===== src/logic/host_ch3_pkg.sv =====
`default_nettype none
package host_ch3_pkg;

  // Width of the status register as both processors see it.
  localparam int unsigned STATUS_W = 8;

  // Width of the host I/O address that accompanies a host write.
  localparam int unsigned HOST_ADDR_W = 16;

  // Host address bit that tells a command from data on an input write.
  localparam int unsigned CMD_ADDR_BIT = 2;

  // Bit positions common to both layouts.
  localparam int unsigned CMD_BIT   = 3;
  localparam int unsigned USER2_BIT = 2;
  localparam int unsigned IBF_BIT   = 1;
  localparam int unsigned OBF_BIT   = 0;

  // Bit positions that depend on the layout.
  localparam int unsigned BIDIR_IBF_BIT = 7;
  localparam int unsigned USER_HI_LSB   = 4;
  localparam int unsigned USER_HI_W     = 4;

  // Reset values.
  localparam logic [STATUS_W-1:0]  STATUS_RESET  = 8'h00;
  localparam logic [USER_HI_W-1:0] USER_HI_RESET = 4'h0;
  localparam logic                 FLAG_RESET    = 1'b0;

endpackage : host_ch3_pkg
`default_nettype wire


===== src/logic/host_channel3_status_reg.sv =====
`timescale 1ns/1ps
`default_nettype none
module host_channel3_status_reg (
  input  wire logic                                 clock,               // System clock, 10 MHz.
  input  wire logic                                 reset,               // Synchronous reset, high.
  input  wire logic                                 host_write_input,    // Host input data write.
  input  wire logic [host_ch3_pkg::HOST_ADDR_W-1:0] host_io_addr,        // Host I/O address.
  input  wire logic                                 host_read_output,    // Host output data read.
  input  wire logic                                 host_write_last_twr, // Host last two-way write.
  input  wire logic                                 slave_read_input,    // Slave input data read.
  input  wire logic                                 slave_write_output,  // Slave output data write.
  input  wire logic                                 slave_read_last_twr, // Slave last two-way read.
  input  wire logic                                 slave_status_write,  // Slave status write.
  input  wire logic [host_ch3_pkg::STATUS_W-1:0]    slave_status_wdata,  // Slave status write data.
  input  wire logic                                 two_way_register_enable, // Two-way mode on.
  input  wire logic                                 status_layout_select,    // User layout select.
  output logic      [host_ch3_pkg::STATUS_W-1:0]    status_q,            // Status as read by both.
  output logic                                      input_irq_q,         // Input-full request.
  output logic                                      bidir_irq_q,         // Bidir input-full request.
  output logic                                      user_layout_q        // User layout in force.
);

  // Flag state and its next values.
  logic                                 command_data_flag_q;
  logic                                 command_data_flag_d;
  logic                                 input_full_flag_q;
  logic                                 input_full_flag_d;
  logic                                 output_full_flag_q;
  logic                                 output_full_flag_d;
  logic                                 bidir_input_full_flag_q;
  logic                                 bidir_input_full_flag_d;
  logic                                 user_bit_2_q;
  logic                                 user_bit_2_d;
  logic [host_ch3_pkg::USER_HI_W-1:0]   user_hi_q;
  logic [host_ch3_pkg::USER_HI_W-1:0]   user_hi_d;
  logic                                 user_layout;

  // Builds the status byte for the layout in force.
  function automatic logic [host_ch3_pkg::STATUS_W-1:0] compose(
    input logic                               user_lay,
    input logic                               bidir_ibf,
    input logic [host_ch3_pkg::USER_HI_W-1:0] hi,
    input logic                               cmd,
    input logic                               usr2,
    input logic                               ibf,
    input logic                               obf
  );
    logic [host_ch3_pkg::STATUS_W-1:0] v;
    v = host_ch3_pkg::STATUS_RESET;
    if (user_lay) begin
      v[host_ch3_pkg::USER_HI_LSB +: host_ch3_pkg::USER_HI_W] = hi;
    end else begin
      v[host_ch3_pkg::BIDIR_IBF_BIT] = bidir_ibf;
    end
    v[host_ch3_pkg::CMD_BIT]   = cmd;
    v[host_ch3_pkg::USER2_BIT] = usr2;
    v[host_ch3_pkg::IBF_BIT]   = ibf;
    v[host_ch3_pkg::OBF_BIT]   = obf;
    return v;
  endfunction

  // The user layout holds only while the two-way registers are off.
  assign user_layout = !two_way_register_enable && status_layout_select;

  // Command/data follows the host address on every input write and is never
  // written by the slave, so the status write path leaves it alone.
  always_comb begin
    command_data_flag_d = command_data_flag_q;
    if (host_write_input) begin
      command_data_flag_d = host_io_addr[host_ch3_pkg::CMD_ADDR_BIT];
    end
  end

  // Input-full: the host write wins over a slave read in the same cycle, so
  // a byte arriving just as the previous one is taken is never lost.
  always_comb begin
    input_full_flag_d = input_full_flag_q;
    if (slave_read_input) begin
      input_full_flag_d = 1'b0;
    end
    if (host_write_input) begin
      input_full_flag_d = 1'b1;
    end
  end

  // Output-full: host read and slave zero-write clear it, a slave data write
  // sets it and takes priority over both clears.
  always_comb begin
    output_full_flag_d = output_full_flag_q;
    if (host_read_output) begin
      output_full_flag_d = 1'b0;
    end
    if (slave_status_write && !slave_status_wdata[host_ch3_pkg::OBF_BIT]) begin
      output_full_flag_d = 1'b0;
    end
    if (slave_write_output) begin
      output_full_flag_d = 1'b1;
    end
  end

  // Bidirectional input-full tracks the last two-way data register, with the
  // host write winning over a slave read in the same cycle.
  always_comb begin
    bidir_input_full_flag_d = bidir_input_full_flag_q;
    if (slave_read_last_twr) begin
      bidir_input_full_flag_d = 1'b0;
    end
    if (host_write_last_twr) begin
      bidir_input_full_flag_d = 1'b1;
    end
  end

  // User bits take slave writes only; the upper four exist in the status
  // byte only in the user layout, so writes there are dropped otherwise.
  always_comb begin
    user_bit_2_d = user_bit_2_q;
    user_hi_d    = user_hi_q;
    if (slave_status_write) begin
      user_bit_2_d = slave_status_wdata[host_ch3_pkg::USER2_BIT];
      if (user_layout) begin
        user_hi_d = slave_status_wdata[host_ch3_pkg::USER_HI_LSB +: host_ch3_pkg::USER_HI_W];
      end
    end
  end

  // Flag registers.
  always_ff @(posedge clock) begin
    if (reset) begin
      command_data_flag_q     <= host_ch3_pkg::FLAG_RESET;
      input_full_flag_q       <= host_ch3_pkg::FLAG_RESET;
      output_full_flag_q      <= host_ch3_pkg::FLAG_RESET;
      bidir_input_full_flag_q <= host_ch3_pkg::FLAG_RESET;
    end else begin
      command_data_flag_q     <= command_data_flag_d;
      input_full_flag_q       <= input_full_flag_d;
      output_full_flag_q      <= output_full_flag_d;
      bidir_input_full_flag_q <= bidir_input_full_flag_d;
    end
  end

  // User bit registers.
  always_ff @(posedge clock) begin
    if (reset) begin
      user_bit_2_q <= host_ch3_pkg::FLAG_RESET;
      user_hi_q    <= host_ch3_pkg::USER_HI_RESET;
    end else begin
      user_bit_2_q <= user_bit_2_d;
      user_hi_q    <= user_hi_d;
    end
  end

  // The visible byte is built from the next values, so it always agrees with
  // the flags themselves; a layout change shows on the next edge, together with user_layout_q.
  always_ff @(posedge clock) begin
    if (reset) begin
      status_q      <= host_ch3_pkg::STATUS_RESET;
      user_layout_q <= host_ch3_pkg::FLAG_RESET;
    end else begin
      status_q      <= compose(user_layout, bidir_input_full_flag_d, user_hi_d,
                               command_data_flag_d, user_bit_2_d,
                               input_full_flag_d, output_full_flag_d);
      user_layout_q <= user_layout;
    end
  end

  // Interrupt requests to the slave follow the input-full flags.
  always_ff @(posedge clock) begin
    if (reset) begin
      input_irq_q <= host_ch3_pkg::FLAG_RESET;
      bidir_irq_q <= host_ch3_pkg::FLAG_RESET;
    end else begin
      input_irq_q <= input_full_flag_d;
      bidir_irq_q <= bidir_input_full_flag_d;
    end
  end

  // Command/data reflects the address of the most recent host input write.
  a_cmd_follows_addr: assert property (@(posedge clock) disable iff (reset)
    host_write_input |=> status_q[host_ch3_pkg::CMD_BIT] ==
      $past(host_io_addr[host_ch3_pkg::CMD_ADDR_BIT]))
    else $error("Command/data flag does not match host address.");

  // A host input write always leaves input-full set.
  a_ibf_set: assert property (@(posedge clock) disable iff (reset)
    host_write_input |=> status_q[host_ch3_pkg::IBF_BIT] && input_irq_q)
    else $error("Input-full not set after host write.");

  // A slave read alone clears input-full.
  a_ibf_clear: assert property (@(posedge clock) disable iff (reset)
    slave_read_input && !host_write_input |=> !status_q[host_ch3_pkg::IBF_BIT])
    else $error("Input-full not cleared by slave read.");

  // The interrupt request equals the visible input-full bit.
  a_irq_tracks_ibf: assert property (@(posedge clock) disable iff (reset)
    input_irq_q == status_q[host_ch3_pkg::IBF_BIT])
    else $error("Input interrupt differs from input-full.");

  // A slave output write sets output-full even against a host read.
  a_obf_set_wins: assert property (@(posedge clock) disable iff (reset)
    slave_write_output |=> status_q[host_ch3_pkg::OBF_BIT])
    else $error("Output-full not set after slave write.");

  // A host read clears output-full when the slave does not write.
  a_obf_host_clear: assert property (@(posedge clock) disable iff (reset)
    host_read_output && !slave_write_output |=> !status_q[host_ch3_pkg::OBF_BIT])
    else $error("Output-full not cleared by host read.");

  // A slave status write can never raise output-full.
  a_obf_no_set: assert property (@(posedge clock) disable iff (reset)
    !status_q[host_ch3_pkg::OBF_BIT] && !slave_write_output
    |=> !status_q[host_ch3_pkg::OBF_BIT])
    else $error("Output-full rose without an output write.");

  // Input-full cannot rise without a host write.
  a_ibf_no_set: assert property (@(posedge clock) disable iff (reset)
    !status_q[host_ch3_pkg::IBF_BIT] && !host_write_input
    |=> !status_q[host_ch3_pkg::IBF_BIT])
    else $error("Input-full rose without a host write.");

  // User bit 2 holds the value last written by the slave.
  a_user2_write: assert property (@(posedge clock) disable iff (reset)
    slave_status_write |=> status_q[host_ch3_pkg::USER2_BIT] ==
      $past(slave_status_wdata[host_ch3_pkg::USER2_BIT]))
    else $error("User bit 2 lost a slave write.");

  // In the user layout the upper nibble shows the stored user bits.
  a_user_layout_hi: assert property (@(posedge clock) disable iff (reset)
    user_layout |=>
      status_q[host_ch3_pkg::USER_HI_LSB +: host_ch3_pkg::USER_HI_W] == user_hi_q)
    else $error("Upper user bits not shown in user layout.");

  // In the two-way layout bit 7 is bidir input-full and bits 6 to 4 are zero.
  a_two_way_layout: assert property (@(posedge clock) disable iff (reset)
    !user_layout |=> status_q[host_ch3_pkg::BIDIR_IBF_BIT] == bidir_irq_q &&
      status_q[host_ch3_pkg::BIDIR_IBF_BIT-1:host_ch3_pkg::USER_HI_LSB] == '0)
    else $error("Two-way layout bits wrong.");

  // A host last two-way write sets, a lone slave read clears bidir input-full.
  a_bidir_flag: assert property (@(posedge clock) disable iff (reset)
    (host_write_last_twr |=> bidir_irq_q) and
    (slave_read_last_twr && !host_write_last_twr |=> !bidir_irq_q))
    else $error("Bidirectional input-full wrong.");

  // Command/data changes only on a host input write; the slave cannot touch it.
  a_cmd_read_only: assert property (@(posedge clock) disable iff (reset)
    !host_write_input |=> $stable(status_q[host_ch3_pkg::CMD_BIT]))
    else $error("Command/data changed without a host write.");

  // A slave zero write clears output-full unless an output write lands with it.
  a_obf_zero_clear: assert property (@(posedge clock) disable iff (reset)
    slave_status_write && !slave_status_wdata[host_ch3_pkg::OBF_BIT] && !slave_write_output
    |=> !status_q[host_ch3_pkg::OBF_BIT])
    else $error("Output-full not cleared by a slave zero write.");

  // Once set, output-full stays set until a host read or a slave zero write.
  a_obf_hold: assert property (@(posedge clock) disable iff (reset)
    status_q[host_ch3_pkg::OBF_BIT] && !host_read_output &&
    !(slave_status_write && !slave_status_wdata[host_ch3_pkg::OBF_BIT])
    |=> status_q[host_ch3_pkg::OBF_BIT])
    else $error("Output-full dropped without a clearing event.");

  // Once set, input-full stays set until the slave reads the input data.
  a_ibf_hold: assert property (@(posedge clock) disable iff (reset)
    status_q[host_ch3_pkg::IBF_BIT] && !slave_read_input |=> status_q[host_ch3_pkg::IBF_BIT])
    else $error("Input-full dropped without a slave read.");

  // A host write that meets a slave read still leaves input-full set.
  a_ibf_set_wins: assert property (@(posedge clock) disable iff (reset)
    host_write_input && slave_read_input |=> status_q[host_ch3_pkg::IBF_BIT])
    else $error("Input-full lost a host write against a slave read.");

  // User bit 2 changes only on a slave status write.
  a_user2_hold: assert property (@(posedge clock) disable iff (reset)
    !slave_status_write |=> $stable(status_q[host_ch3_pkg::USER2_BIT]))
    else $error("User bit 2 changed without a slave write.");

  // The stored upper user bits change only on a slave status write.
  a_user_hi_hold: assert property (@(posedge clock) disable iff (reset)
    !slave_status_write |=> $stable(user_hi_q))
    else $error("Upper user bits changed without a slave write.");

  // The upper user bits take a slave write while the user layout holds.
  a_user_hi_write: assert property (@(posedge clock) disable iff (reset)
    slave_status_write && user_layout
    |=> user_hi_q ==
      $past(slave_status_wdata[host_ch3_pkg::USER_HI_LSB +: host_ch3_pkg::USER_HI_W]))
    else $error("Upper user bits lost a slave write.");

  // Reset clears every output on the next edge, user bits included.
  a_reset_clears: assert property (@(posedge clock)
    reset |=> status_q == host_ch3_pkg::STATUS_RESET && !input_irq_q && !bidir_irq_q &&
      !user_layout_q)
    else $error("Outputs not cleared by reset.");

  // The layout flag follows the configuration pins one edge late.
  a_layout_flag: assert property (@(posedge clock) disable iff (reset)
    !reset |=> user_layout_q == $past(user_layout))
    else $error("Layout flag does not follow the configuration.");

  // Bidirectional input-full changes only on its own host write or slave read.
  a_bidir_hold: assert property (@(posedge clock) disable iff (reset)
    !host_write_last_twr && !slave_read_last_twr |=> $stable(bidir_irq_q))
    else $error("Bidirectional input-full changed without an event.");

endmodule : host_channel3_status_reg
`default_nettype wire


===== config.mk =====
export PLATFORM = sky130hd
export DESIGN_NAME = host_channel3_status_reg
export DESIGN_NICKNAME = d
export VERILOG_FILES = /design/src/logic/host_ch3_pkg.sv /design/src/logic/host_channel3_status_reg.sv
export SDC_FILE = /design/constraint.sdc
export NUM_CORES = 1
export LEC_CHECK = 0
export ABC_AREA = 1
export BUFFER_PORTS_ARGS = -buffer_cell sky130_fd_sc_hd__buf_4
export CAP_MARGIN = 20
export CELL_PAD_IN_SITES_DETAIL_PLACEMENT = 1
export CELL_PAD_IN_SITES_GLOBAL_PLACEMENT = 2
export CORE_AREA = 3 3 60 62
export CTS_BUF_LIST = sky130_fd_sc_hd__clkbuf_16
export DETAILED_ROUTE_END_ITERATION = 10
export DIE_AREA = 0 0 63 65
export GPL_TIMING_DRIVEN = 1
export HOLD_SLACK_MARGIN = 0.02
export PLACE_DENSITY = 0.78
export SYNTH_ARGS = -nofsm -noshare
export SYNTH_HDL_FRONTEND = slang
export SYNTH_SLANG_ARGS = --single-unit

===== constraint.sdc =====
create_clock -name clock -period 1.3 [get_ports clock]
set_input_delay 0.195 -clock clock [delete_from_list [all_inputs] [get_ports clock]]
set_output_delay 0.195 -clock clock [all_outputs]
set_load 0.02 [all_outputs]

==> impl_metrics.csv <==
group,metric,value,unit
sta,worstMarginPinSlew,0.191,ns
global_route,antenna_found_initial,0,
logic_synthesis,ys_seq_area_frac,0.509,
clocking,cts_tree,"yes",
logic_synthesis,netlist_top_cells_count,"inv_1 (19), dfxtp_1 (14), nand2_1 (12), nor2_1 (6)",
clocking,cts_num_sinks,14,
logic_synthesis,synth_edf_count,0,
clocking,post-cts-setup-buffer-count,0,
placement,hpwl,1080,µm
logic_synthesis,synthTopCellsByArea,"dfxtp_1 (51%), inv_1 (13%), nand2_1 (8.2%), buf_4 (5.5%), nor2_1 (4.1%)",
clocking,cts-root-buf,"clkbuf_16",
sta,drv_slew,0,
drt,vias,513,
worst_setup_path,setup.worst_path.start_class,"register",
worst_setup_path,crit_arrival,0.72,ns
worst_setup_path,max_stage_delay,0.34,ns
clocking,clk_latency,0.24,ns
drt,drt_iter0_drc,8,
global_route,overflow,0,
drt,route.detailed.drc,0,
die,row_count,20,
power,leakagePower,0.000461,µW
die,die_y,65,µm
worst_hold_path,hp-start,"reset",
sta,finalSetupTns,0,ns
sta,timing.fmax,1090,MHz
clocking,htree_levels,1,
worst_setup_path,reg2reg_from,"bidir_irq_q",
die,die_w,63,µm
final_layout,finish.utilization,0.280,
sta,finClkSkew,0.000213,ns
logic_synthesis,yosysTopAreaCellShare,0.509,
sta,setup_viol,0,
global_route,grt_pass1_wl,2150,µm
worst_setup_path,ff2ff_path_depth,6,
global_route,grt_max_degree,8,
final_layout,areaGrowthSynthToFinish,56.4,%
sta,slew_headroom,0.872,
final_layout,antenna_cells,0,
worst_setup_path,cp.required,1.11,ns
logic_synthesis,syn_inst,71,
run,drv_cap,0,
power,ir_drop,0.638,mV
worst_setup_path,critPathCaptureType,"output pin",
worst_setup_path,crit_start,"status_q[1]",
logic_synthesis,yosysWarningCount,0,
power,p_per_area,1350,mW/mm²
drt,routed_wl,1310,µm
logic_synthesis,synthFlopType,"dfxtp_1",
logic_synthesis,synth_top_cell_by_area,"dfxtp_1",
placement,finalWeightedCongestion,0.721,
worst_hold_path,hold-path-cell-count,2,
worst_setup_path,path_max_fanout,3,
sta,period_share,0.705,
worst_setup_path,crit_type,"register to output pin",
worst_setup_path,path_cells,"buf_4",
die,dieArea,0.00410,mm²
placement,place_area,786,µm²
clocking,ctsResizeCount,0,
drt,ant_nets,0,
worst_setup_path,cp_top_family,"flip-flops",
die,ios,46,
clocking,cts.reportedPaths.clkPinSlew,0.04,ns
worst_setup_path,worstSetupPathDepth,1,
final_layout,post-route-cell-area,861,µm²
placement,dpl_worst_slack,0.354,ns
worst_setup_path,crit_buf_inv,1,
clocking,clockBufferDepth,2,
placement,io_buffers,28,
die,initial_core_util,0.179,
logic_synthesis,ys_types,14,
sta,hold_violations,0,
sta,timing.final.ws_setup,0.384,ns
global_route,grt_use_total,0.0698,
logic_synthesis,syn_nets,106,
logic_synthesis,synth.avg_cell_area,7.75,µm²
final_layout,drive_above_1_share,0.357,
logic_synthesis,yosysMostFrequentCell,"inv_1",
sta,hold_ws,0.176,ns
logic_synthesis,async_reset_ff_frac,0,
sta,rsz0062_at_grt,"no",
worst_setup_path,worst_path_max_delay_cell,"dfxtp_1",
sta,min_period,0.916,ns
die,coreArea,0.00308,mm²
drt,viasPerCell,3.61,
clocking,cts_made_buffers,3,
status,status,"finished, final reports clean",
clocking,hold_buffers,0,
drt,wire_per_inst,9.21,µm
global_route,grt_pass1_vias,519,
final_layout,nNetsFinal,135,
drt,firstDrtPassIters,4,
logic_synthesis,syn-cell-area,551,µm²
logic_synthesis,synth-seq-cells,14,
worst_hold_path,hold_class,"primary input to register",
==> sequential cells by signal, summed over array words and instances, names as in the netlist <==
signal,count
user_layout_q,1
status_q,8
user_hi_q,4
bidir_irq_q,1
==> final timing paths <==
kind                        to  slack (ns)
setup / recovery   input_irq_q        0.38
setup reg to reg   status_q[7]        0.56
hold / removal     status_q[0]        0.18
hold reg to reg   user_hi_q[3]        0.47
==> cell usage in the layout (no fill, tap or decap), drive strengths merged <==
cell and count:
nand2 12, a21oi 4, nand4 1, nor2 8, o21ai 4, nand3 4
inv 19, dfxtp 14, buf 28, nand3b 1, clkbuf 3
==> layer usage <==
| layer | GRT usage | part of all wire | vias to the layer above |
|---|---|---|---|
| li1 | - | - | 261 |
| met5 | 0 | 0 | - |
| met3 | 0.0416 | 0.097 | 2 |
| met1 | 0.0653 | 0.38 | 232 |
| met4 | 0.0331 | 0.0099 | 0 |
| met2 | 0.121 | 0.51 | 18 |
==> power by group <==
group          switching [µW]  internal (µW)  leakage (µW)  total [µW]
registers                8.34            453      0.000115         461
logic                    75.5           73.3      0.000309         149
clock network             153            400     0.0000370         553
total                     236            926      0.000461        1160
==> cell type report <==
cell class	instances	area (µm²)
multi-input cells	34	169
flip-flops and latches	14	280
clock buffers	3	75.1
repair buffers	28	210
inverters	19	71.3
fillers	386	2220
well taps	44	55.1
==> metrics by stage <==
| stage | total power, µW | cells |
|---|---|---|
| floorplan | 546 | 71 |
| global placement | 616 | 139 |
| detailed placement | 621 | 139 |
| CTS | 1190 | 142 |
| global route | 1220 | 142 |
| finish | 1160 | 142 |
==> logic make-up after synthesis <==
| logic type | share of synthesized area |
|---|---|
| buffers and inverters | 0.184 |
| and+or+nand+nor | 0.234 |
| AOI/OAI and AO/OA | 0.0727 |
| DFF | 0.509 |
Note: power is estimated with default switching activity, not from simulation.
